$ cat config.mk
export PLATFORM = sky130hd
export DESIGN_NAME = host_reset_sequencer_flat
export DESIGN_NICKNAME = d
export VERILOG_FILES = /design/src/design/host_reset_pkg.sv /design/src/design/host_reset_if.sv /design/src/design/reset_sync.sv /design/src/design/host_reset_sequencer.sv /design/src/flat_wrapper.sv
export VERILOG_INCLUDE_DIRS = /design/src /design/src/design
export SDC_FILE = /design/constraint.sdc
export NUM_CORES = 1
export LEC_CHECK = 0
export ABC_AREA = 1
export BUFFER_PORTS_ARGS = -buffer_cell sky130_fd_sc_hd__buf_4
export CAP_MARGIN = 10
export CORE_ASPECT_RATIO = 0.75
export CORE_MARGIN = 2
export CORE_UTILIZATION = 54
export CTS_CLUSTER_DIAMETER = 150
export DETAILED_ROUTE_END_ITERATION = 12
export PLACE_DENSITY = 0.86
export REMOVE_ABC_BUFFERS = 1
export SYNTH_ARGS = -nofsm -noshare
export SYNTH_HDL_FRONTEND = slang
export SYNTH_SLANG_ARGS = --single-unit
$ cat constraint.sdc
create_clock -name clk -period 3.77 [get_ports clk]
set_input_delay 0.377 -clock clk [delete_from_list [all_inputs] [get_ports clk]]
set_output_delay 0.377 -clock clk [all_outputs]
set_load 0.05 [all_outputs]
$ cat src/design/host_reset_consts.svh
/*
 * Offsets, field positions, reset values and timing counts of the host reset sequencer.
 * Assumes a 100 MHz host clock and byte addresses on the software register port.
 */
`ifndef HOST_RESET_CONSTS_SVH
`define HOST_RESET_CONSTS_SVH

// software register map, byte addresses
`define REG_CONFIG        8'h00
`define REG_STATUS        8'h04
`define REG_MASK          8'h08
`define REG_STATE         8'h0c

// config register fields
`define CFG_NAND_BIT      0
`define CFG_ECC_MODE_LSB  7
`define CFG_ECC_MODE_MSB  8
`define CFG_WRITE_MASK    32'h0000_0181
`define CONFIG_RESET      32'h0000_0000
`define ECC_MODE_NONE     2'h0

// status and mask register fields
`define ST_SINGLE_BIT     0
`define ST_MULTI_BIT      1
`define ST_RESET_DONE     2
`define ST_WIDTH          3
`define MASK_RESET        3'h0

// timing
`define CLK_PERIOD_NS     10
`define HOLD_TIME_US      1000
`define HOLD_CYCLES       ((`HOLD_TIME_US * 1000) / `CLK_PERIOD_NS)
`define HOLD_CNT_W        17
`define TAIL_LAST         17'h00001
`define REQ_PCI_CYCLES    8
`define REQ_CNT_W         16

`endif

$ cat src/design/host_reset_pkg.sv
/*
 * Types shared by both ends of the host reset link.
 * Assumes nothing beyond a SystemVerilog compiler.
 */
package host_reset_pkg;

	typedef enum logic [1:0] {
		ST_REQ  = 2'b00,
		ST_HOLD = 2'b01,
		ST_TAIL = 2'b10,
		ST_RUN  = 2'b11
	} seq_state_e;

	typedef enum logic [0:0] {
		BR_IDLE   = 1'b0,
		BR_ASSERT = 1'b1
	} bridge_state_e;

endpackage

$ cat src/design/host_reset_if.sv
/*
 * Link between the reset sequencer and the I/O bridge with its clock source.
 * Assumes weak pull-ups on undriven active-low lines; resolves levels from the enables.
 */
interface host_reset_if;

	logic pci_clock_in;
	logic reset_request_in_n;
	logic test_mode_select_n;
	logic processor_reset_out_n;
	logic processor_reset_oe;
	logic delayed_chip_reset_n;
	logic delayed_chip_reset_oe;
	logic ecc_error_out_n;
	logic ecc_error_oe;
	logic symmetric_agent_request_n;
	logic symmetric_agent_request_oe;

	// wire levels seen by the far end
	logic processor_reset_level_n;
	logic delayed_chip_reset_level_n;
	logic ecc_error_level_n;
	logic symmetric_agent_request_level_n;

	assign processor_reset_level_n         = processor_reset_oe ? processor_reset_out_n : 1'b1;
	assign delayed_chip_reset_level_n      = delayed_chip_reset_oe ? delayed_chip_reset_n : 1'b1;
	assign ecc_error_level_n               = ecc_error_oe ? ecc_error_out_n : 1'b1;
	assign symmetric_agent_request_level_n = symmetric_agent_request_oe ? symmetric_agent_request_n : 1'b1;

	modport device (
		input  pci_clock_in,
		input  reset_request_in_n,
		input  test_mode_select_n,
		output processor_reset_out_n,
		output processor_reset_oe,
		output delayed_chip_reset_n,
		output delayed_chip_reset_oe,
		output ecc_error_out_n,
		output ecc_error_oe,
		output symmetric_agent_request_n,
		output symmetric_agent_request_oe
	);

	modport bridge (
		output pci_clock_in,
		output reset_request_in_n,
		output test_mode_select_n,
		input  processor_reset_level_n,
		input  delayed_chip_reset_level_n,
		input  ecc_error_level_n,
		input  symmetric_agent_request_level_n
	);

endinterface

$ cat src/design/reset_sync.sv
/*
 * Two-stage synchroniser for one level into the host clock domain.
 * Assumes the input may change at any host edge; powers up reading as asserted.
 */
module reset_sync (
	input  wire logic clk,
	input  wire logic reset_n,
	input  wire logic async_in,
	output logic      sync_out
);

	logic meta_r;

	always_ff @(posedge clk or negedge reset_n) begin
		if (!reset_n) begin
			meta_r   <= 1'b1;
			sync_out <= 1'b1;
		end else begin
			meta_r   <= async_in;
			sync_out <= meta_r;
		end
	end

endmodule

$ cat src/design/host_reset_sequencer.sv
/*
 * Device end: processor reset sequencer, delayed chip reset, symmetric-agent
 * request, ECC error output with software status/mask registers, test modes.
 * Assumes clk is the buffered host clock and the bridge drives its reset request
 * aligned to the divided PCI clock.
 */
// The strobed register port and the placing of the registers were chosen for this implementation.
// Contract
// - host-domain logic clocked only by host clock
// - PCI clock is host clock divided by two
// - bridge drives request synchronous to PCI clock
// - request used for power-on and software resets
// - request asserted makes processor reset assert
// - processor reset held 1 ms after release
// - chip reset follows, releases 2 clocks later
// - ECC error output on single or multi-bit
// - ECC error holds until software clears flags
// - ECC mode 00 keeps ECC error masked
// - agent request asserted with processor reset
// - agent request releases 2 clocks after reset
// - test input selects tri-state or NAND tree
// - agent request floats after its hold
// - request also resets graphics-port logic
`include "host_reset_consts.svh"

module host_reset_sequencer
	import host_reset_pkg::*;
#(
	parameter int HOLD_CYCLES = `HOLD_CYCLES
) (
	input  wire logic       clk,
	input  wire logic       reset_n,
	host_reset_if.device    link,
	input  wire logic [7:0] addr,
	input  wire logic [31:0] wdata,
	input  wire logic       wr,
	input  wire logic       rd,
	output logic [31:0]     rdata,
	input  wire logic       ecc_single_err,
	input  wire logic       ecc_multi_err,
	output logic            irq,
	output logic            gport_reset_n,
	output logic            nand_tree_out
);

	localparam logic [`HOLD_CNT_W-1:0] HOLD_LAST = `HOLD_CNT_W'(HOLD_CYCLES - 1);

	seq_state_e              state_r;
	seq_state_e              state_nxt;
	logic [`HOLD_CNT_W-1:0]  cnt_r;
	logic                    req_s;
	logic [31:0]             config_r;
	logic [`ST_WIDTH-1:0]    status_r;
	logic [`ST_WIDTH-1:0]    status_nxt;
	logic [`ST_WIDTH-1:0]    events;
	logic [`ST_WIDTH-1:0]    mask_r;
	logic                    cpu_rst_r;
	logic                    chip_rst_r;
	logic                    agent_req_r;
	logic                    agent_oe_r;
	logic                    ecc_err_r;
	logic                    test_r;
	logic                    nand_r;
	logic                    gport_rst_r;
	logic                    float_outs;
	logic [1:0]              ecc_mode;

	// address decode shared by write and read paths
	function automatic logic hit(input logic [7:0] a, input logic [7:0] reg_off);
		hit = (a == reg_off);
	endfunction

	// true in states where the chip reset and agent request are still active
	function automatic logic in_reset_tail(input seq_state_e st);
		in_reset_tail = (st != ST_RUN);
	endfunction

	// request brought into the host domain
	reset_sync u_req_sync (
		.clk      (clk),
		.reset_n  (reset_n),
		.async_in (~link.reset_request_in_n),
		.sync_out (req_s)
	);

	assign ecc_mode = config_r[`CFG_ECC_MODE_MSB:`CFG_ECC_MODE_LSB];

	// sequence: request, 1 ms hold, 2-clock tail, run
	always_comb begin
		state_nxt = state_r;
		case (state_r)
			ST_REQ: begin
				if (!req_s) begin
					state_nxt = ST_HOLD;
				end
			end
			ST_HOLD: begin
				if (req_s) begin
					state_nxt = ST_REQ;
				end else if (cnt_r == HOLD_LAST) begin
					state_nxt = ST_TAIL;
				end
			end
			ST_TAIL: begin
				if (req_s) begin
					state_nxt = ST_REQ;
				end else if (cnt_r == `TAIL_LAST) begin
					state_nxt = ST_RUN;
				end
			end
			ST_RUN: begin
				if (req_s) begin
					state_nxt = ST_REQ;
				end
			end
			default: begin
				state_nxt = ST_REQ;
			end
		endcase
	end

	always_ff @(posedge clk or negedge reset_n) begin
		if (!reset_n) begin
			state_r <= ST_REQ;
		end else begin
			state_r <= state_nxt;
		end
	end

	// cycle counter restarts on every state change
	always_ff @(posedge clk or negedge reset_n) begin
		if (!reset_n) begin
			cnt_r <= '0;
		end else if (state_nxt != state_r) begin
			cnt_r <= '0;
		end else if (state_r == ST_HOLD || state_r == ST_TAIL) begin
			cnt_r <= cnt_r + `HOLD_CNT_W'(1);
		end
	end

	// reset outputs, registered from the next state
	always_ff @(posedge clk or negedge reset_n) begin
		if (!reset_n) begin
			cpu_rst_r   <= 1'b1;
			chip_rst_r  <= 1'b1;
			agent_req_r <= 1'b1;
			agent_oe_r  <= 1'b1;
		end else begin
			cpu_rst_r   <= (state_nxt == ST_REQ) || (state_nxt == ST_HOLD);
			chip_rst_r  <= in_reset_tail(state_nxt);
			agent_req_r <= in_reset_tail(state_nxt);
			agent_oe_r  <= in_reset_tail(state_nxt);
		end
	end

	// graphics-port logic follows the request directly
	always_ff @(posedge clk or negedge reset_n) begin
		if (!reset_n) begin
			gport_rst_r <= 1'b1;
		end else begin
			gport_rst_r <= req_s;
		end
	end

	// config and mask registers
	always_ff @(posedge clk or negedge reset_n) begin
		if (!reset_n) begin
			config_r <= `CONFIG_RESET;
		end else if (wr && hit(addr, `REG_CONFIG)) begin
			config_r <= wdata & `CFG_WRITE_MASK;
		end
	end

	always_ff @(posedge clk or negedge reset_n) begin
		if (!reset_n) begin
			mask_r <= `MASK_RESET;
		end else if (wr && hit(addr, `REG_MASK)) begin
			mask_r <= wdata[`ST_WIDTH-1:0];
		end
	end

	// sticky status; a read clears, a same-cycle event wins
	always_comb begin
		events                 = '0;
		events[`ST_SINGLE_BIT] = ecc_single_err;
		events[`ST_MULTI_BIT]  = ecc_multi_err;
		events[`ST_RESET_DONE] = (state_r == ST_TAIL) && (state_nxt == ST_RUN);
		status_nxt             = status_r;
		if (rd && hit(addr, `REG_STATUS)) begin
			status_nxt = '0;
		end
		status_nxt = status_nxt | events;
	end

	always_ff @(posedge clk or negedge reset_n) begin
		if (!reset_n) begin
			status_r <= '0;
		end else begin
			status_r <= status_nxt;
		end
	end

	// ecc error pin: held by status flags, masked in non-ECC mode
	always_ff @(posedge clk or negedge reset_n) begin
		if (!reset_n) begin
			ecc_err_r <= 1'b0;
		end else begin
			ecc_err_r <= (status_nxt[`ST_SINGLE_BIT] || status_nxt[`ST_MULTI_BIT])
				&& (ecc_mode != `ECC_MODE_NONE);
		end
	end

	// test modes
	always_ff @(posedge clk or negedge reset_n) begin
		if (!reset_n) begin
			test_r <= 1'b0;
			nand_r <= 1'b0;
		end else begin
			test_r <= ~link.test_mode_select_n;
			if (test_r && config_r[`CFG_NAND_BIT]) begin
				nand_r <= ~&{link.reset_request_in_n, ecc_single_err, ecc_multi_err, wr, rd};
			end else begin
				nand_r <= 1'b0;
			end
		end
	end

	assign float_outs = test_r && !config_r[`CFG_NAND_BIT];

	// read port, data one cycle after the strobe
	always_ff @(posedge clk or negedge reset_n) begin
		if (!reset_n) begin
			rdata <= '0;
		end else if (rd) begin
			if (hit(addr, `REG_CONFIG)) begin
				rdata <= config_r;
			end else if (hit(addr, `REG_STATUS)) begin
				rdata <= {29'h0000_0000, status_r};
			end else if (hit(addr, `REG_MASK)) begin
				rdata <= {29'h0000_0000, mask_r};
			end else if (hit(addr, `REG_STATE)) begin
				rdata <= {24'h00_0000, 1'b0, test_r, req_s, agent_oe_r, cpu_rst_r, chip_rst_r, state_r};
			end else begin
				rdata <= '0;
			end
		end else begin
			rdata <= '0;
		end
	end

	assign irq           = |(status_r & mask_r);
	assign gport_reset_n = ~gport_rst_r;
	assign nand_tree_out = nand_r;

	assign link.processor_reset_out_n     = ~cpu_rst_r;
	assign link.processor_reset_oe        = ~float_outs;
	assign link.delayed_chip_reset_n      = ~chip_rst_r;
	assign link.delayed_chip_reset_oe     = ~float_outs;
	assign link.ecc_error_out_n           = ~ecc_err_r;
	assign link.ecc_error_oe              = ~float_outs;
	assign link.symmetric_agent_request_n = ~agent_req_r;
	assign link.symmetric_agent_request_oe = agent_oe_r && !float_outs;

endmodule

$ cat src/flat_wrapper.sv
// flat-port wrapper written by rule: the top's interface ports become plain ports
module host_reset_sequencer_flat import host_reset_pkg::*;
#(
	parameter int HOLD_CYCLES = `HOLD_CYCLES
)
  (clk, reset_n, addr, wdata, wr, rd, rdata, ecc_single_err, ecc_multi_err, irq, gport_reset_n, nand_tree_out, link_pci_clock_in, link_reset_request_in_n, link_test_mode_select_n, link_processor_reset_out_n, link_processor_reset_oe, link_delayed_chip_reset_n, link_delayed_chip_reset_oe, link_ecc_error_out_n, link_ecc_error_oe, link_symmetric_agent_request_n, link_symmetric_agent_request_oe);
  host_reset_if link_i ();
  input  wire logic clk;
  input  wire logic reset_n;
  input  wire logic [7:0] addr;
  input  wire logic [31:0] wdata;
  input  wire logic wr;
  input  wire logic rd;
  output logic [31:0] rdata;
  input  wire logic ecc_single_err;
  input  wire logic ecc_multi_err;
  output logic irq;
  output logic gport_reset_n;
  output logic nand_tree_out;
  input wire logic [$bits(link_i.pci_clock_in)-1:0] link_pci_clock_in;
  input wire logic [$bits(link_i.reset_request_in_n)-1:0] link_reset_request_in_n;
  input wire logic [$bits(link_i.test_mode_select_n)-1:0] link_test_mode_select_n;
  output wire logic [$bits(link_i.processor_reset_out_n)-1:0] link_processor_reset_out_n;
  output wire logic [$bits(link_i.processor_reset_oe)-1:0] link_processor_reset_oe;
  output wire logic [$bits(link_i.delayed_chip_reset_n)-1:0] link_delayed_chip_reset_n;
  output wire logic [$bits(link_i.delayed_chip_reset_oe)-1:0] link_delayed_chip_reset_oe;
  output wire logic [$bits(link_i.ecc_error_out_n)-1:0] link_ecc_error_out_n;
  output wire logic [$bits(link_i.ecc_error_oe)-1:0] link_ecc_error_oe;
  output wire logic [$bits(link_i.symmetric_agent_request_n)-1:0] link_symmetric_agent_request_n;
  output wire logic [$bits(link_i.symmetric_agent_request_oe)-1:0] link_symmetric_agent_request_oe;
  assign link_i.pci_clock_in = link_pci_clock_in;
  assign link_i.reset_request_in_n = link_reset_request_in_n;
  assign link_i.test_mode_select_n = link_test_mode_select_n;
  assign link_processor_reset_out_n = link_i.processor_reset_out_n;
  assign link_processor_reset_oe = link_i.processor_reset_oe;
  assign link_delayed_chip_reset_n = link_i.delayed_chip_reset_n;
  assign link_delayed_chip_reset_oe = link_i.delayed_chip_reset_oe;
  assign link_ecc_error_out_n = link_i.ecc_error_out_n;
  assign link_ecc_error_oe = link_i.ecc_error_oe;
  assign link_symmetric_agent_request_n = link_i.symmetric_agent_request_n;
  assign link_symmetric_agent_request_oe = link_i.symmetric_agent_request_oe;
  host_reset_sequencer #(.HOLD_CYCLES(HOLD_CYCLES)) u_core (.clk(clk), .reset_n(reset_n), .link(link_i), .addr(addr), .wdata(wdata), .wr(wr), .rd(rd), .rdata(rdata), .ecc_single_err(ecc_single_err), .ecc_multi_err(ecc_multi_err), .irq(irq), .gport_reset_n(gport_reset_n), .nand_tree_out(nand_tree_out));
endmodule
==> Word-level counts from Yosys, hierarchy flattened <==
Cells that the tools add are included.
Widths: inputs -> output; s select.
{ "totals": {"reg_bits": 68, "in_bits": 49, "elab_cells": 73} }
{ "op_classes": {"n_addsub": 1, "eq_ne": 12, "muxes": 16, "bitwise": 9, "n_reduce_logical": 21} }
{ "op_table": {"columns": ["operator", "n"], "rows": [
  ["$mux 32", 4],
  ["$mux 17", 2],
  ["$add 17x1->17 const B", 1],
  ["$eq 17x1->1 const B", 1],
  ["$eq 17x17->1 const B", 1],
  ["$eq 8x4->1 const B", 2],
  ["$mux 2", 6],
  ["$eq 8x3->1 const B", 1],
  ["$logic_and 1x1->1", 8],
  ["$logic_not 8->1", 1],
  ["$pmux 2 s4", 1],
  ["$mux 7", 1],
  ["$not 1->1", 7],
  ["$eq 2x2->1 const B", 3],
  ["$reduce_and 5->1", 1],
  ["$eq 2x1->1 const B", 2],
  ["$logic_not 2->1", 2],
  ["$reduce_bool 2->1", 2],
  ["$and 3x3->3", 1],
  ["$logic_not 1->1", 3],
  ["$logic_or 1x1->1", 3],
  ["$mux 3", 1],
  ["$or 3x3->3", 1],
  ["$reduce_or 3->1", 1],
  ["other kinds (3)", 3]
]} }

==> Logic depth before layout (Yosys ltp) <==
{ "depth": {"word_depth": 9, "depth_mapped": 15} }

==> Cells and area by module <==
Synthesis repeated with hierarchy kept, for this count alone.
{ "hier_totals": {"hier_cells": 312, "hier_area_um2": 2557.5} }
{ "modules_own_cells": {"columns": ["module", "instances", "cells_each", "area_per_inst_um2"], "rows": [
  ["host_reset_sequencer", 1, 310, 2504.9],
  ["reset_sync", 1, 2, 52.6]
]} }

==> Worst setup path before layout <==
Ideal clock, no wire load.
{ "synth_timing": {"path_kind": "register to register", "startpoint": "register u_core.state_r[0]", "endpoint": "register u_core.cnt_r[11]", "arrival_time_ps": 1819, "slack_ps": 1827, "stages_incl_launch_ff": 10, "synth_period_minus_slack_ps": 1943, "path_cell_list": "dfrtp_1 -> inv_1 -> ha_1 -> nand2_1 -> nor2_2 -> nand4_2 -> nor3_2 -> nand3_1 -> xor2_1 -> nor2_4"} }
{ "synth_via": {"elab_chain_len": 5, "elab_cells_between_ends": 15} }
{ "synth_rtl": {"columns": ["item", "line_no", "rtl"], "rows": [
  ["from (decl)", "host_reset_sequencer.sv:48", "seq_state_e state_r;"],
  ["from (signal assigned)", "host_reset_sequencer.sv:126", "state_r <= state_nxt;"],
  ["$mux 2 (on tied branches)", "host_reset_sequencer.sv:107, host_reset_sequencer.sv:100", null],
  ["$mux 2 (on tied branches)", "host_reset_sequencer.sv:105, host_reset_sequencer.sv:98", null],
  ["$pmux 2 s4", "host_reset_sequencer.sv:91", "case (state_r)"],
  ["$ne 2x2->1", "host_reset_sequencer.sv:134", "end else if (state_nxt != state_r) begin"],
  ["$mux 17 or $reduce_bool 2->1 (tied branches)", null, null],
  ["to (signal assigned)", "host_reset_sequencer.sv:137", "cnt_r <= cnt_r + `HOLD_CNT_W'(1);"],
  ["to (decl)", "host_reset_sequencer.sv:50", "logic [`HOLD_CNT_W-1:0] cnt_r;"]
]} }
Parallel ways exist; a longest one is shown, timed or not.
A chain may end at the register's enable or synchronous reset.

==> Worst setup path in the final report <==
{ "layout_timing": {"startpoint": "register u_core.state_r[1]", "endpoint": "register u_core.cnt_r[15]"} }
Same word-level chain as after synthesis.

==> results.cfg <==
[status]
status = finished, final reports clean

[critical_path]
crit_family = simple AND/OR/NAND/NOR gates
rr_worst_depth = 12
startpoint_type = flip-flop
critPathRequiredTime_ns = 4.01
crit_chain = inv_1, ha_1, nand2_1, nor2_2, nand4_2, nor3_2, nand2_1, nor2_1, nand2_1, nand2_1, nand2_1, nor2_1
cp_max_fo = 7
slowest_delay_ns = 0.45
critPathKind = flip-flop to flip-flop
startpoint = u_core.state_r[1]
crit_end = u_core.cnt_r[15]
cp.buffers_inverters = 1
ff2ff_setup_slack_ns = 1.49
critPathSlowestCell = ha_1
rr_endpoint = u_core.cnt_r[15]
crit_top_cell = nand2_1
r2r-start = u_core.state_r[1]
cp.depth = 12
cp-end-kind = flip-flop
arrival_ns = 2.52

[logic_synthesis]
ys_seq_elements = 45
syn_avg_cell_area_um2 = 8.74
async_flop_share_pct = 100
ys_warn_count = 0
netlist_area_mm2 = 0.00258
synth_area_leaders = dfrtp_1 39%, buf_4 7.6%, nand2_1 6.4%
synth.largest_area_cell = dfrtp_1
synth_flop_cell = dfrtp_1
synth_edf_count = 0
ys_types = 36
ys_seq_area_share_pct = 43.9
synth_top_area_share_pct = 38.8
postSynthCellCount = 295

[timing]
drv_slew = 0
setup_slack_ns = 1.49
setup_violations = 0
clock.fmax_mhz = 438
relSlewSlack_pct = 64.0
hold_violations = 0
fin_crit_sh_pct = 60.5
finalClockSkew_ns = 0.00925
period_minus_slack_ns = 2.28
rsz0062_at_grt = no
setup_tns_ns = 0
worst_pin_slew_ns = 0.541

[placement]
dp_hpwl_um = 3490
dpl_worst_slack_ns = 1.53
portBuffers = 40
gp_congestion = 0.871

[grt]
antenna_found_initial = 0
grt_pass1_vias = 1756
grt_max_degree = 46
grt_pass1_wl_um = 7850
grt_overflow = 0
grt_usage_pct = 18.3

[drt]
vias = 1872
antenna_left = 0
drt_iter0_drc = 122
dr.pass1.iters = 4
remaining_drc_errors = 0
wl_per_cell_um = 11.5
wl_um = 4520
detail_route.vias_per_cell = 4.75

[cells_and_area]
n_fill_cell = 382
area.growth.synth_to_final_pct = 12.5
final_layout_size_suffix_gt1_share_pct = 25.5
final_nets = 391
final_util_pct = 64.1
n_antenna_cell = 0

[cts]
path_clk_slew_ns = 0.09
cts.sinks = 45
holdBufCountCts = 0
cts_buffer_depth = 2
cts_buffers = 5
clockRootBuffer = clkbuf_8
cts_setup_buffers = 0
clkLatencyLatePin_ns = 0.31
ctsResizeCount = 0
htree_levels = 2
cts_tree = done

[floorplanning]
initial_core_util_pct = 57.0
die-area_mm2 = 0.00535
row_count = 21
io_pins = 92
core_mm2 = 0.00452
die_w_um = 83.8
die-height_um = 63.8

[power_and_ir_drop]
ir_drop_mv = 0.222
power_density_mw_per_mm2 = 429
power_leakage_nw = 1.51
power_mw = 1.24

[job]
cap_violations = 0

[min_path]
min_path_type = input port to async pin
==> final cells by class <==
type                            instances  area, um2  area share (%)
Clock buffer                            5       68.8            2.37
Sequential cell                        45       1130            39.1
Inverter                               42        158            5.44
Timing Repair Buffer                   40        300            10.4
Tap cell                               57       71.3            2.46
Clock inverter                          3       25.0           0.863
Multi-Input combinational cell        202       1140            39.4
==> metal layers <==
metal	up-vias	routed length [um]	GRT usage [%]
met5	-	0	0
met4	0	32	5.44
met3	4	308	4.52
met2	60	2040	28.0
met1	854	2140	26.0
li1	954	-	-
==> where the power goes <==
group / internal [mW] / switching [mW]
Clock: 0.134 / 0.177
Combinational: 0.107 / 0.284
Sequential: 0.512 / 0.0311
Total: 0.752 / 0.492
==> how the worst min path moves through the flow <==
stage / endpoint / slack [ns] / cells after the start
after floorplan: u_core.cnt_r[0] / 0.08 / 0
after global placement: u_core.u_req_sync.sync_out / 0.35 / 0
after detailed placement: u_core.u_req_sync.sync_out / 0.35 / 0
after CTS: u_core.cnt_r[4] / 0.06 / 1
after global routing: u_core.config_r[0] / 0.09 / 1
final: u_core.cnt_r[4] / 0.04 / 1
==> cell usage in the layout (no fill, tap or decap), types with 7 or more instances in the layout <==
cell type / n
nand2_1: 44
buf_4: 40
dfrtp_1: 40
inv_1: 38
nor2_1: 37
conb_1: 23
nor2_4: 11
nand3_1: 10
nand4_1: 9
xor2_1: 9
o21ai_0: 8
nand2_2: 7
nor3_1: 7
==> registers in the layout, summed over array words and instances (netlist names), 2 cells and up <==
register,cells
u_core.config_r,3
u_core.mask_r,3
u_core.status_r,3
u_core.rdata,9
u_core.state_r,2
u_core.cnt_r,17
==> per-stage QoR <==
step	std cells	hold slack (ns)	area (um2)
2_1_floorplan	289	0.0814	2430
3_3_place_gp	386	0.346	2810
3_5_place_dp	386	0.352	2810
4_1_cts	394	0.0611	2900
5_1_grt	394	0.0862	2900
6_report	394	0.0395	2900
==> cells in the mapped netlist (2+ instances only) <==
master and n:
a21oi_1 6, buf_4 26, clkinv_1 2, dfrtp_1 40
dfstp_2 5, ha_1 6, inv_1 38, inv_2 2
nand2_1 44, nand2_2 7, nand3_1 10, nand3_2 2
nand4_1 9, nor2_1 37, nor2_2 2, nor2_4 11
nor3_1 7, nor3_2 2, o211ai_1 2, o21ai_0 8
o21bai_1 2, or2_2 2, xnor2_1 4, xor2_1 9
==> worst register-to-register path, delay by kind of cell, from the launching register on <==
kind                     cells  cell delay (ns)
adder cells (fa/ha/maj)      1             0.45
buffers and inverters        1             0.15
flip-flops                   1             0.43
AND/OR/NAND/NOR             10             1.18
==> cell families after synthesis <==
family / count (synthesis) / share of synthesized area (%)
buffers and inverters: 70 / 14.9
multiplexers: 1 / 0.437
AND/OR/NAND/NOR: 137 / 28.2
other: 1 / 0.145
flip-flops: 45 / 43.9
XOR/XNOR: 13 / 4.42
AO/OA/AOI/OAI: 22 / 5.10
adder cells (fa/ha/maj): 6 / 2.91
(Power assumes the default switching activity.)
